===== src/shared/pasout_pkg.sv =====
// Constants and carrier types for the pipelined converter output block.
// Assumes one 125 MHz core clock; all counts are in core clock cycles.
package pasout_pkg;

	// Sample word
	localparam int          CODE_BITS      = 12;
	localparam int          IN_BITS        = 13;
	localparam int          DIFF_BITS      = 15;
	localparam logic [11:0] CODE_NEG_FULL  = 12'h000;
	localparam logic [11:0] CODE_QUARTER   = 12'h400;
	localparam logic [11:0] CODE_MIDSCALE  = 12'h800;
	localparam logic [11:0] CODE_3QUARTER  = 12'hC00;
	localparam logic [11:0] CODE_POS_FULL  = 12'hFFF;

	// Timing in sample clock cycles
	localparam int          PIPE_LATENCY   = 6;
	localparam int          PIPE_STAGES    = PIPE_LATENCY - 1;
	localparam int          WAKE_CYCLES    = 20;
	localparam int          WAKE_BITS      = 5;
	localparam int          FIFO_DEPTH     = 16;

	// Reset values
	localparam logic [11:0] RST_CODE       = 12'h000;
	localparam logic [4:0]  RST_WAKE       = 5'h00;

	typedef struct packed {
		logic                 valid;
		logic                 clip;
		logic [CODE_BITS-1:0] code;
	} pasout_word_t;

	localparam int WORD_BITS = $bits(pasout_word_t);

endpackage


===== src/verilog/pasout_top.sv =====
// Output side of a 12-bit pipelined converter, with its data FIFO.
// Analog pins arrive as quantised levels relative to common mode,
// in LSB units where one reference voltage equals 2048 LSB.
// Pins are asynchronous to core_clk and pass two flip-flops first.
//
// Behaviour
// - A new sample of the differential input is taken every clock.
// - Each word reaches the output pins six edges after its sample.
// - One word leaves per clock, the word rate equals the clock.
// - Each output word is twelve bits wide.
// - Differential drive is coded offset binary from 000 to FFF.
// - Single-ended drive needs a full reference swing for end codes.
// - The 2047 to 2048 step falls at zero differential input.
// - Words flow every cycle; power-down clears the words still in the stages.
// - Every one of the 4096 codes can be produced.
// - A high power-down request stops conversion while it lasts.
// - Output enable high floats the data pins, conversion goes on.
`timescale 1ns/100ps

module pasout_fifo
	import pasout_pkg::*;
#(
	parameter int WIDTH = WORD_BITS,
	parameter int DEPTH = FIFO_DEPTH
) (
	// Clock and reset
	input  wire logic             core_clk,
	input  wire logic             rst_b,
	// Fill side
	input  wire logic             inValid,
	output logic                  inReady,
	input  wire logic [WIDTH-1:0] inData,
	// Drain side
	output logic                  outValid,
	input  wire logic             outReady,
	output logic      [WIDTH-1:0] outData
);
	localparam int PTR_BITS = $clog2(DEPTH);
	localparam int CNT_BITS = $clog2(DEPTH + 1);
	localparam logic [CNT_BITS-1:0] FULL_CNT = CNT_BITS'(DEPTH);
	localparam logic [PTR_BITS-1:0] LAST_PTR = PTR_BITS'(DEPTH - 1);

	logic [WIDTH-1:0]    mem_ff [DEPTH];
	logic [PTR_BITS-1:0] wrPtr_ff;
	logic [PTR_BITS-1:0] rdPtr_ff;
	logic [CNT_BITS-1:0] count_ff;
	logic [PTR_BITS-1:0] nxt_wrPtr;
	logic [PTR_BITS-1:0] nxt_rdPtr;
	logic [CNT_BITS-1:0] nxt_count;
	wire                 doWrite;
	wire                 doRead;

	assign inReady  = (count_ff != FULL_CNT);
	assign outValid = (count_ff != '0);
	// Show-ahead read so a lone word costs one cycle
	assign outData  = mem_ff[rdPtr_ff];
	assign doWrite  = inValid && inReady;
	assign doRead   = outValid && outReady;

	assign nxt_wrPtr = (wrPtr_ff == LAST_PTR) ? '0 : wrPtr_ff + 1'b1;
	assign nxt_rdPtr = (rdPtr_ff == LAST_PTR) ? '0 : rdPtr_ff + 1'b1;
	assign nxt_count = count_ff + CNT_BITS'(doWrite) - CNT_BITS'(doRead);

	always_ff @(posedge core_clk) begin
		if (doWrite) begin
			mem_ff[wrPtr_ff] <= inData;
		end
	end

	always_ff @(posedge core_clk or negedge rst_b) begin
		if (!rst_b) begin
			wrPtr_ff <= '0;
			rdPtr_ff <= '0;
			count_ff <= '0;
		end else begin
			if (doWrite) begin
				wrPtr_ff <= nxt_wrPtr;
			end
			if (doRead) begin
				rdPtr_ff <= nxt_rdPtr;
			end
			count_ff <= nxt_count;
		end
	end

endmodule

module pasout_top
	import pasout_pkg::*;
#(
	parameter int LATENCY    = PIPE_LATENCY,
	parameter int FIFO_WORDS = FIFO_DEPTH,
	parameter int WAKE_CLKS  = WAKE_CYCLES
) (
	// Clock and reset
	input  wire logic                      core_clk,
	input  wire logic                      rst_b,
	// Analog pins, quantised, relative to common mode
	input  wire logic signed [IN_BITS-1:0] analogInPos,
	input  wire logic signed [IN_BITS-1:0] analogInNeg,
	// Control pins
	input  wire logic                      lowPowerRequest,
	input  wire logic                      outEnable_b,
	// Data pins
	output logic           [CODE_BITS-1:0] sampleData,
	output logic                           sampleDataOe,
	// Status
	output logic                           wordValid,
	output logic                           overRange,
	output logic                           powerDownActive,
	output logic                           wakeDone
);
	localparam int STAGES = LATENCY - 1;
	localparam logic [WAKE_BITS-1:0] WAKE_LAST = WAKE_BITS'(WAKE_CLKS - 1);
	localparam logic signed [DIFF_BITS-1:0] MID_OFS =
		DIFF_BITS'(CODE_MIDSCALE);
	localparam logic signed [DIFF_BITS-1:0] TOP_CODE =
		DIFF_BITS'(CODE_POS_FULL);

	// Clamp to the code range; both ends reachable, none missing
	function automatic pasout_word_t toOffsetBinary(
		input logic signed [IN_BITS-1:0] pos,
		input logic signed [IN_BITS-1:0] neg
	);
		logic signed [DIFF_BITS-1:0] lvl;
		pasout_word_t w;
		lvl = DIFF_BITS'(pos) - DIFF_BITS'(neg) + MID_OFS;
		w.valid = 1'b1;
		w.clip  = 1'b0;
		if (lvl < 0) begin
			w.code = CODE_NEG_FULL;
			w.clip = 1'b1;
		end else if (lvl > TOP_CODE) begin
			w.code = CODE_POS_FULL;
			w.clip = 1'b1;
		end else begin
			w.code = lvl[CODE_BITS-1:0];
		end
		return w;
	endfunction

	// Pin synchronisers
	logic signed [IN_BITS-1:0] posMeta_ff;
	logic signed [IN_BITS-1:0] posSync_ff;
	logic signed [IN_BITS-1:0] negMeta_ff;
	logic signed [IN_BITS-1:0] negSync_ff;
	logic                      pdMeta_ff;
	logic                      pdSync_ff;
	logic                      oeMeta_ff;
	logic                      oeSync_ff;

	always_ff @(posedge core_clk or negedge rst_b) begin
		if (!rst_b) begin
			posMeta_ff <= '0;
			posSync_ff <= '0;
			negMeta_ff <= '0;
			negSync_ff <= '0;
		end else begin
			posMeta_ff <= analogInPos;
			posSync_ff <= posMeta_ff;
			negMeta_ff <= analogInNeg;
			negSync_ff <= negMeta_ff;
		end
	end

	// Power-down assumed at reset until the pin is seen low
	always_ff @(posedge core_clk or negedge rst_b) begin
		if (!rst_b) begin
			pdMeta_ff <= 1'b1;
			pdSync_ff <= 1'b1;
			oeMeta_ff <= 1'b1;
			oeSync_ff <= 1'b1;
		end else begin
			pdMeta_ff <= lowPowerRequest;
			pdSync_ff <= pdMeta_ff;
			oeMeta_ff <= outEnable_b;
			oeSync_ff <= oeMeta_ff;
		end
	end

	// Pipeline stages; stage 0 is the sampling edge
	pasout_word_t stage_ff [STAGES];
	pasout_word_t sampled;
	pasout_word_t fifoOut;
	wire          fifoInReady;
	wire          fifoOutValid;
	wire          advance;
	wire          drain;
	logic         pdActive_ff;

	assign sampled = toOffsetBinary(posSync_ff, negSync_ff);
	// Stall on a full FIFO keeps data but breaks fixed latency
	assign advance = !pdSync_ff && fifoInReady;
	// Drain one edge past entry, else a stale word leaks out on wake
	assign drain   = !pdActive_ff;

	always_ff @(posedge core_clk or negedge rst_b) begin
		if (!rst_b) begin
			stage_ff[0] <= '0;
		end else if (pdSync_ff) begin
			stage_ff[0] <= '0;
		end else if (advance) begin
			stage_ff[0] <= sampled;
		end
	end

	for (genvar i = 1; i < STAGES; i++) begin : g_pipe
		always_ff @(posedge core_clk or negedge rst_b) begin
			if (!rst_b) begin
				stage_ff[i] <= '0;
			end else if (pdSync_ff) begin
				stage_ff[i] <= '0;
			end else if (advance) begin
				stage_ff[i] <= stage_ff[i-1];
			end
		end
	end

	// Last stage enters the FIFO, output register takes it next edge
	pasout_fifo #(
		.WIDTH (WORD_BITS),
		.DEPTH (FIFO_WORDS)
	) u_fifo (
		.core_clk (core_clk),
		.rst_b    (rst_b),
		.inValid  (stage_ff[STAGES-1].valid && advance),
		.inReady  (fifoInReady),
		.inData   (stage_ff[STAGES-1]),
		.outValid (fifoOutValid),
		.outReady (drain),
		.outData  (fifoOut)
	);

	// Wake-up count after power-down exit
	logic [WAKE_BITS-1:0] wake_ff;
	logic                 wakeDone_ff;
	wire                  wakeEnd;

	assign wakeEnd = (wake_ff == WAKE_LAST);

	always_ff @(posedge core_clk or negedge rst_b) begin
		if (!rst_b) begin
			wake_ff     <= RST_WAKE;
			wakeDone_ff <= 1'b0;
		end else if (pdSync_ff) begin
			wake_ff     <= RST_WAKE;
			wakeDone_ff <= 1'b0;
		end else if (!wakeDone_ff) begin
			wake_ff     <= wakeEnd ? RST_WAKE : wake_ff + 1'b1;
			wakeDone_ff <= wakeEnd;
		end
	end

	// Output register; data keeps flowing even while floated
	logic [CODE_BITS-1:0] data_ff;
	logic                 oe_ff;
	logic                 valid_ff;
	logic                 clip_ff;
	wire                  take;

	assign take = fifoOutValid && drain;

	always_ff @(posedge core_clk or negedge rst_b) begin
		if (!rst_b) begin
			data_ff  <= RST_CODE;
			valid_ff <= 1'b0;
			clip_ff  <= 1'b0;
		end else if (take) begin
			data_ff  <= fifoOut.code;
			valid_ff <= fifoOut.valid;
			clip_ff  <= fifoOut.clip;
		end else begin
			valid_ff <= 1'b0;
			clip_ff  <= 1'b0;
		end
	end

	always_ff @(posedge core_clk or negedge rst_b) begin
		if (!rst_b) begin
			oe_ff       <= 1'b0;
			pdActive_ff <= 1'b1;
		end else begin
			oe_ff       <= !oeSync_ff;
			pdActive_ff <= pdSync_ff;
		end
	end

	assign sampleData      = data_ff;
	assign sampleDataOe    = oe_ff;
	assign wordValid       = valid_ff;
	assign overRange       = clip_ff;
	assign powerDownActive = pdActive_ff;
	assign wakeDone        = wakeDone_ff;

endmodule


===== config.mk =====
export PLATFORM = sky130hd
export DESIGN_NAME = pasout_top
export DESIGN_NICKNAME = d
export VERILOG_FILES = /design/src/shared/pasout_pkg.sv /design/src/verilog/pasout_top.sv
export SDC_FILE = /design/constraint.sdc
export NUM_CORES = 1
export LEC_CHECK = 0
export ABC_AREA = 1
export BUFFER_PORTS_ARGS = -buffer_cell sky130_fd_sc_hd__buf_2
export CAP_MARGIN = 20
export CELL_PAD_IN_SITES_DETAIL_PLACEMENT = 1
export CELL_PAD_IN_SITES_GLOBAL_PLACEMENT = 1
export CORE_MARGIN = 1.5
export CORE_UTILIZATION = 52
export CTS_CLUSTER_SIZE = 10
export DETAILED_ROUTE_END_ITERATION = 6
export PLACE_DENSITY = 0.81
export SYNTH_ARGS = -nofsm -noshare
export SYNTH_HDL_FRONTEND = slang
export SYNTH_SLANG_ARGS = --single-unit

===== constraint.sdc =====
create_clock -name core_clk -period 5.6 [get_ports core_clk]
set_clock_uncertainty 0.1 [all_clocks]
set_input_delay 0.28 -clock core_clk [delete_from_list [all_inputs] [get_ports core_clk]]
set_output_delay 0.28 -clock core_clk [all_outputs]
set_load 0.05 [all_outputs]

==> impl_metrics.toml <==
[sta]
tightest_slew_ns = 1.116
relSlewSlack = 0.2546
hold_ws_ns = 0.2495
layout_min_cycle_time_ns = 3.699
fmax_mhz = 270.3
period_share = 0.6606
setup_tns_ns = 0
slew_viol_final = 0
rsz0062_at_grt = "no"
setup_ws_ns = 1.901
setup_violations = 0
hold_viol_final = 0

[detailed_routing]
drtIter0Drc = 821
num_vias = 10083
via_per_inst = 5.758
wl_per_cell_um = 22.01
drc_errors = 0
routed_wl_um = 38530
antenna_left = 0
drt_pass1_iterations = 5

[layout]
area_delta_synth_final_pct = 14.64
fin_area_mm2 = 0.01745
antennaDiodeCount = 0
final_nets = 1404
instances_no_fill = 1751
drive_gt1_frac = 0.1068

[synthesis]
synthMostInstantiatedCell = "edfxtp_1"
ys_seq_elements = 385
synth.largest_area_cell = "edfxtp_1"
yosys_warnings = 0
syn_area_mm2 = 0.01522
netlist_instances = 1249
synth_edf_count = 224
yosys-top-cells-count = "edfxtp_1 (224), nor2_1 (157), dfrtp_1 (156)"
synth_ff_type = "edfxtp_1"
synth_top_area_frac = 0.4418
syn_nets = 1319
synthArstFlopShare = 0.4182
ys_seq_area_frac = 0.7069
synth_cell_types = 37
synth.avg_cell_area_um2 = 12.19
ys_top_cells_by_area = "edfxtp_1 (44%), dfrtp_1 (26%), o21ai_0 (4.7%)"

[grt]
antenna_found_initial = 0
grt_max_degree = 98
grt_pass1_vias = 10939
gr-usage-met2 = 0.4763
grt_remaining_overflow = 0
grt_util_met1 = 0.3167
met3_usage = 0.03675
grt_pass1_wl_um = 60690
grt_use_total = 0.2611
top_usage_layer = "met2"

[worst_hold_path]
min_from = "posMeta_ff[12]"
min-delay-path-class = "reg2reg"

[worst_setup_path]
r2r_cells = 17
required_ns = 5.92
startpoint = "u_fifo.count_ff[2]"
crit_type = "reg2reg"
timing.rr.start = "u_fifo.count_ff[2]"
crit_end = "u_fifo.count_ff[4]"
crit_arrival_ns = 4.02
cp_max_fo = 45
start_kind = "register"
r2r_slack_ns = 1.90
r2r-end = "u_fifo.count_ff[4]"
cp-end-kind = "register"

[placed_design]
place_hpwl_um = 23100
gp_congestion = 0.8041
post-place-ws_ns = 1.710
numPlacedInstances = 1637
placement.io_buffers = 46
placed_cell_area_mm2 = 0.01581

[clocking]
cts-root-buf = "clkbuf_16"
h-tree-depth = 2
cts_sinks = 385
clk_pin_slew_worst_paths_ns = 0.06
worstSkewPairLatency_ns = 0.55
cts_tree = "yes"
clk_path_buf_depth = 3
numCtsBuffers = 44
post_cts_resized = 0

[job]
max-cap-violations = 0

[power]
irDropWorstVdd_uv = 323.6
leakage_uw = 0.006898
p_per_area_mw_per_mm2 = 448.4

[floorplan]
fp-row-count = 62
die-height_um = 174.1
initial_core_util = 0.5290
die_w_um = 174.1
die_area_mm2 = 0.03031
ios = 47
coreArea_mm2 = 0.02878

[run_status]
outcome = "completed"
power by group:
part / total, µW / internal, µW / leakage (µW) / switching, µW
logic: 1910 / 554 / 0.00215 / 1360
clock network: 2600 / 1490 / 0.000610 / 1110
registers: 3310 / 3150 / 0.00414 / 160
total: 7830 / 5200 / 0.00690 / 2630
per-layer routing:
metal  wire [µm]  share of wire  vias up
met2       20330           0.53      311
met5           0              0        -
met4        1211          0.031        0
met1       15150           0.39     5155
met3        1846          0.048       83
li1            -              -     4534
cell type report:
cell class | instances | area, µm²
multi-input cells | 693 | 3781
fillers | 2889 | 11330
flip-flops and latches | 385 | 10760
clock inverters | 4 | 50.05
repair buffers | 98 | 730.7
well taps | 384 | 480.5
inverters | 112 | 420.4
clock buffers | 75 | 1227
worst min-delay path by stage:
stage                      to  slack [ns]  depth (start not counted)
6_report       posSync_ff[12]        0.25                          0
3_5_place_dp   posSync_ff[11]        0.24                          0
4_1_cts        posSync_ff[12]        0.25                          0
5_1_grt        negSync_ff[12]        0.26                          0
2_1_floorplan   negMeta_ff[0]       -0.12                          0
3_3_place_gp    negSync_ff[7]        0.23                          0
kinds of logic (layout without fill, tap and decap cells):
family | after synthesis | in the layout | share of synthesized area
DFF | 385 | 385 | 0.7069
and+or+nand+nor | 348 | 348 | 0.09319
AOI/OAI and AO/OA | 287 | 287 | 0.1108
buffers and inverters | 171 | 289 | 0.04495
adders and majority gates | 40 | 40 | 0.03386
xor gates and xnor gates | 18 | 18 | 0.01035
cell usage in the layout (no fill, tap or decap), types with 4 or more instances in the layout:
| cell | netlist | layout |
|---|---|---|
| a21oi_1 | 18 | 18 |
| a31oi_1 | 14 | 14 |
| buf_2 | 22 | 45 |
| buf_4 | 2 | 19 |
| buf_6 | 1 | 4 |
| clkbuf_1 | 33 | 30 |
| clkbuf_16 | 0 | 44 |
| dfrtp_1 | 156 | 155 |
| dfstp_2 | 5 | 5 |
| dlygate4sd3_1 | 0 | 29 |
| edfxtp_1 | 224 | 224 |
| ha_1 | 38 | 38 |
| inv_1 | 106 | 106 |
| inv_2 | 4 | 4 |
| nand2_1 | 142 | 142 |
| nand2_2 | 8 | 8 |
| nand3_1 | 26 | 26 |
| nand4_1 | 4 | 4 |
| nor2_1 | 157 | 156 |
| o211ai_1 | 30 | 30 |
| o21ai_0 | 143 | 143 |
| o221ai_1 | 20 | 20 |
| o22ai_1 | 54 | 54 |
| xnor2_1 | 8 | 8 |
| xor2_1 | 10 | 10 |
what timing repair did:
action / CTS / global route
buffers inserted: 0 / 0
hold endpoints to repair: 121 / 0
hold buffers: 29 / 0
stage by stage:
stage	total power [µW]	utilization
after global routing	8142	0.6064
after global placement	5084	0.5490
after CTS	7849	0.6038
after detailed placement	5214	0.5493
after floorplan	4625	-
final	7825	0.6064
critical path: stages, from the launching register on:
cell and delay (ns):
dfrtp_1 0.37, inv_1 0.09, ha_1 0.21, nand2_1 0.08
nor2_2 0.05, nand3_2 0.06, buf_4 0.38, nand2_2 0.10
buf_4 0.28, inv_2 0.27, nand2_2 0.12, inv_2 0.20
ha_1 0.21, inv_1 0.06, fa_1 0.44, o21ai_0 0.25
a21oi_1 0.13, xor2_1 0.15
state kept, by name, summed over array words and instances, names as in the netlist:
register and cells:
pdSync_ff 1, stage_ff 70, oeMeta_ff 1, sampleData 12, negMeta_ff 13, wake_ff 5
overRange 1, u_fifo.count_ff 5, powerDownActive 1, pdMeta_ff 1, sampleDataOe 1, u_fifo.mem_ff 224
wakeDone 1, u_fifo.rdPtr_ff 4, posSync_ff 13, negSync_ff 13, u_fifo.wrPtr_ff 4, posMeta_ff 13
oeSync_ff 1, wordValid 1
Power figures use the tool's default switching activity.
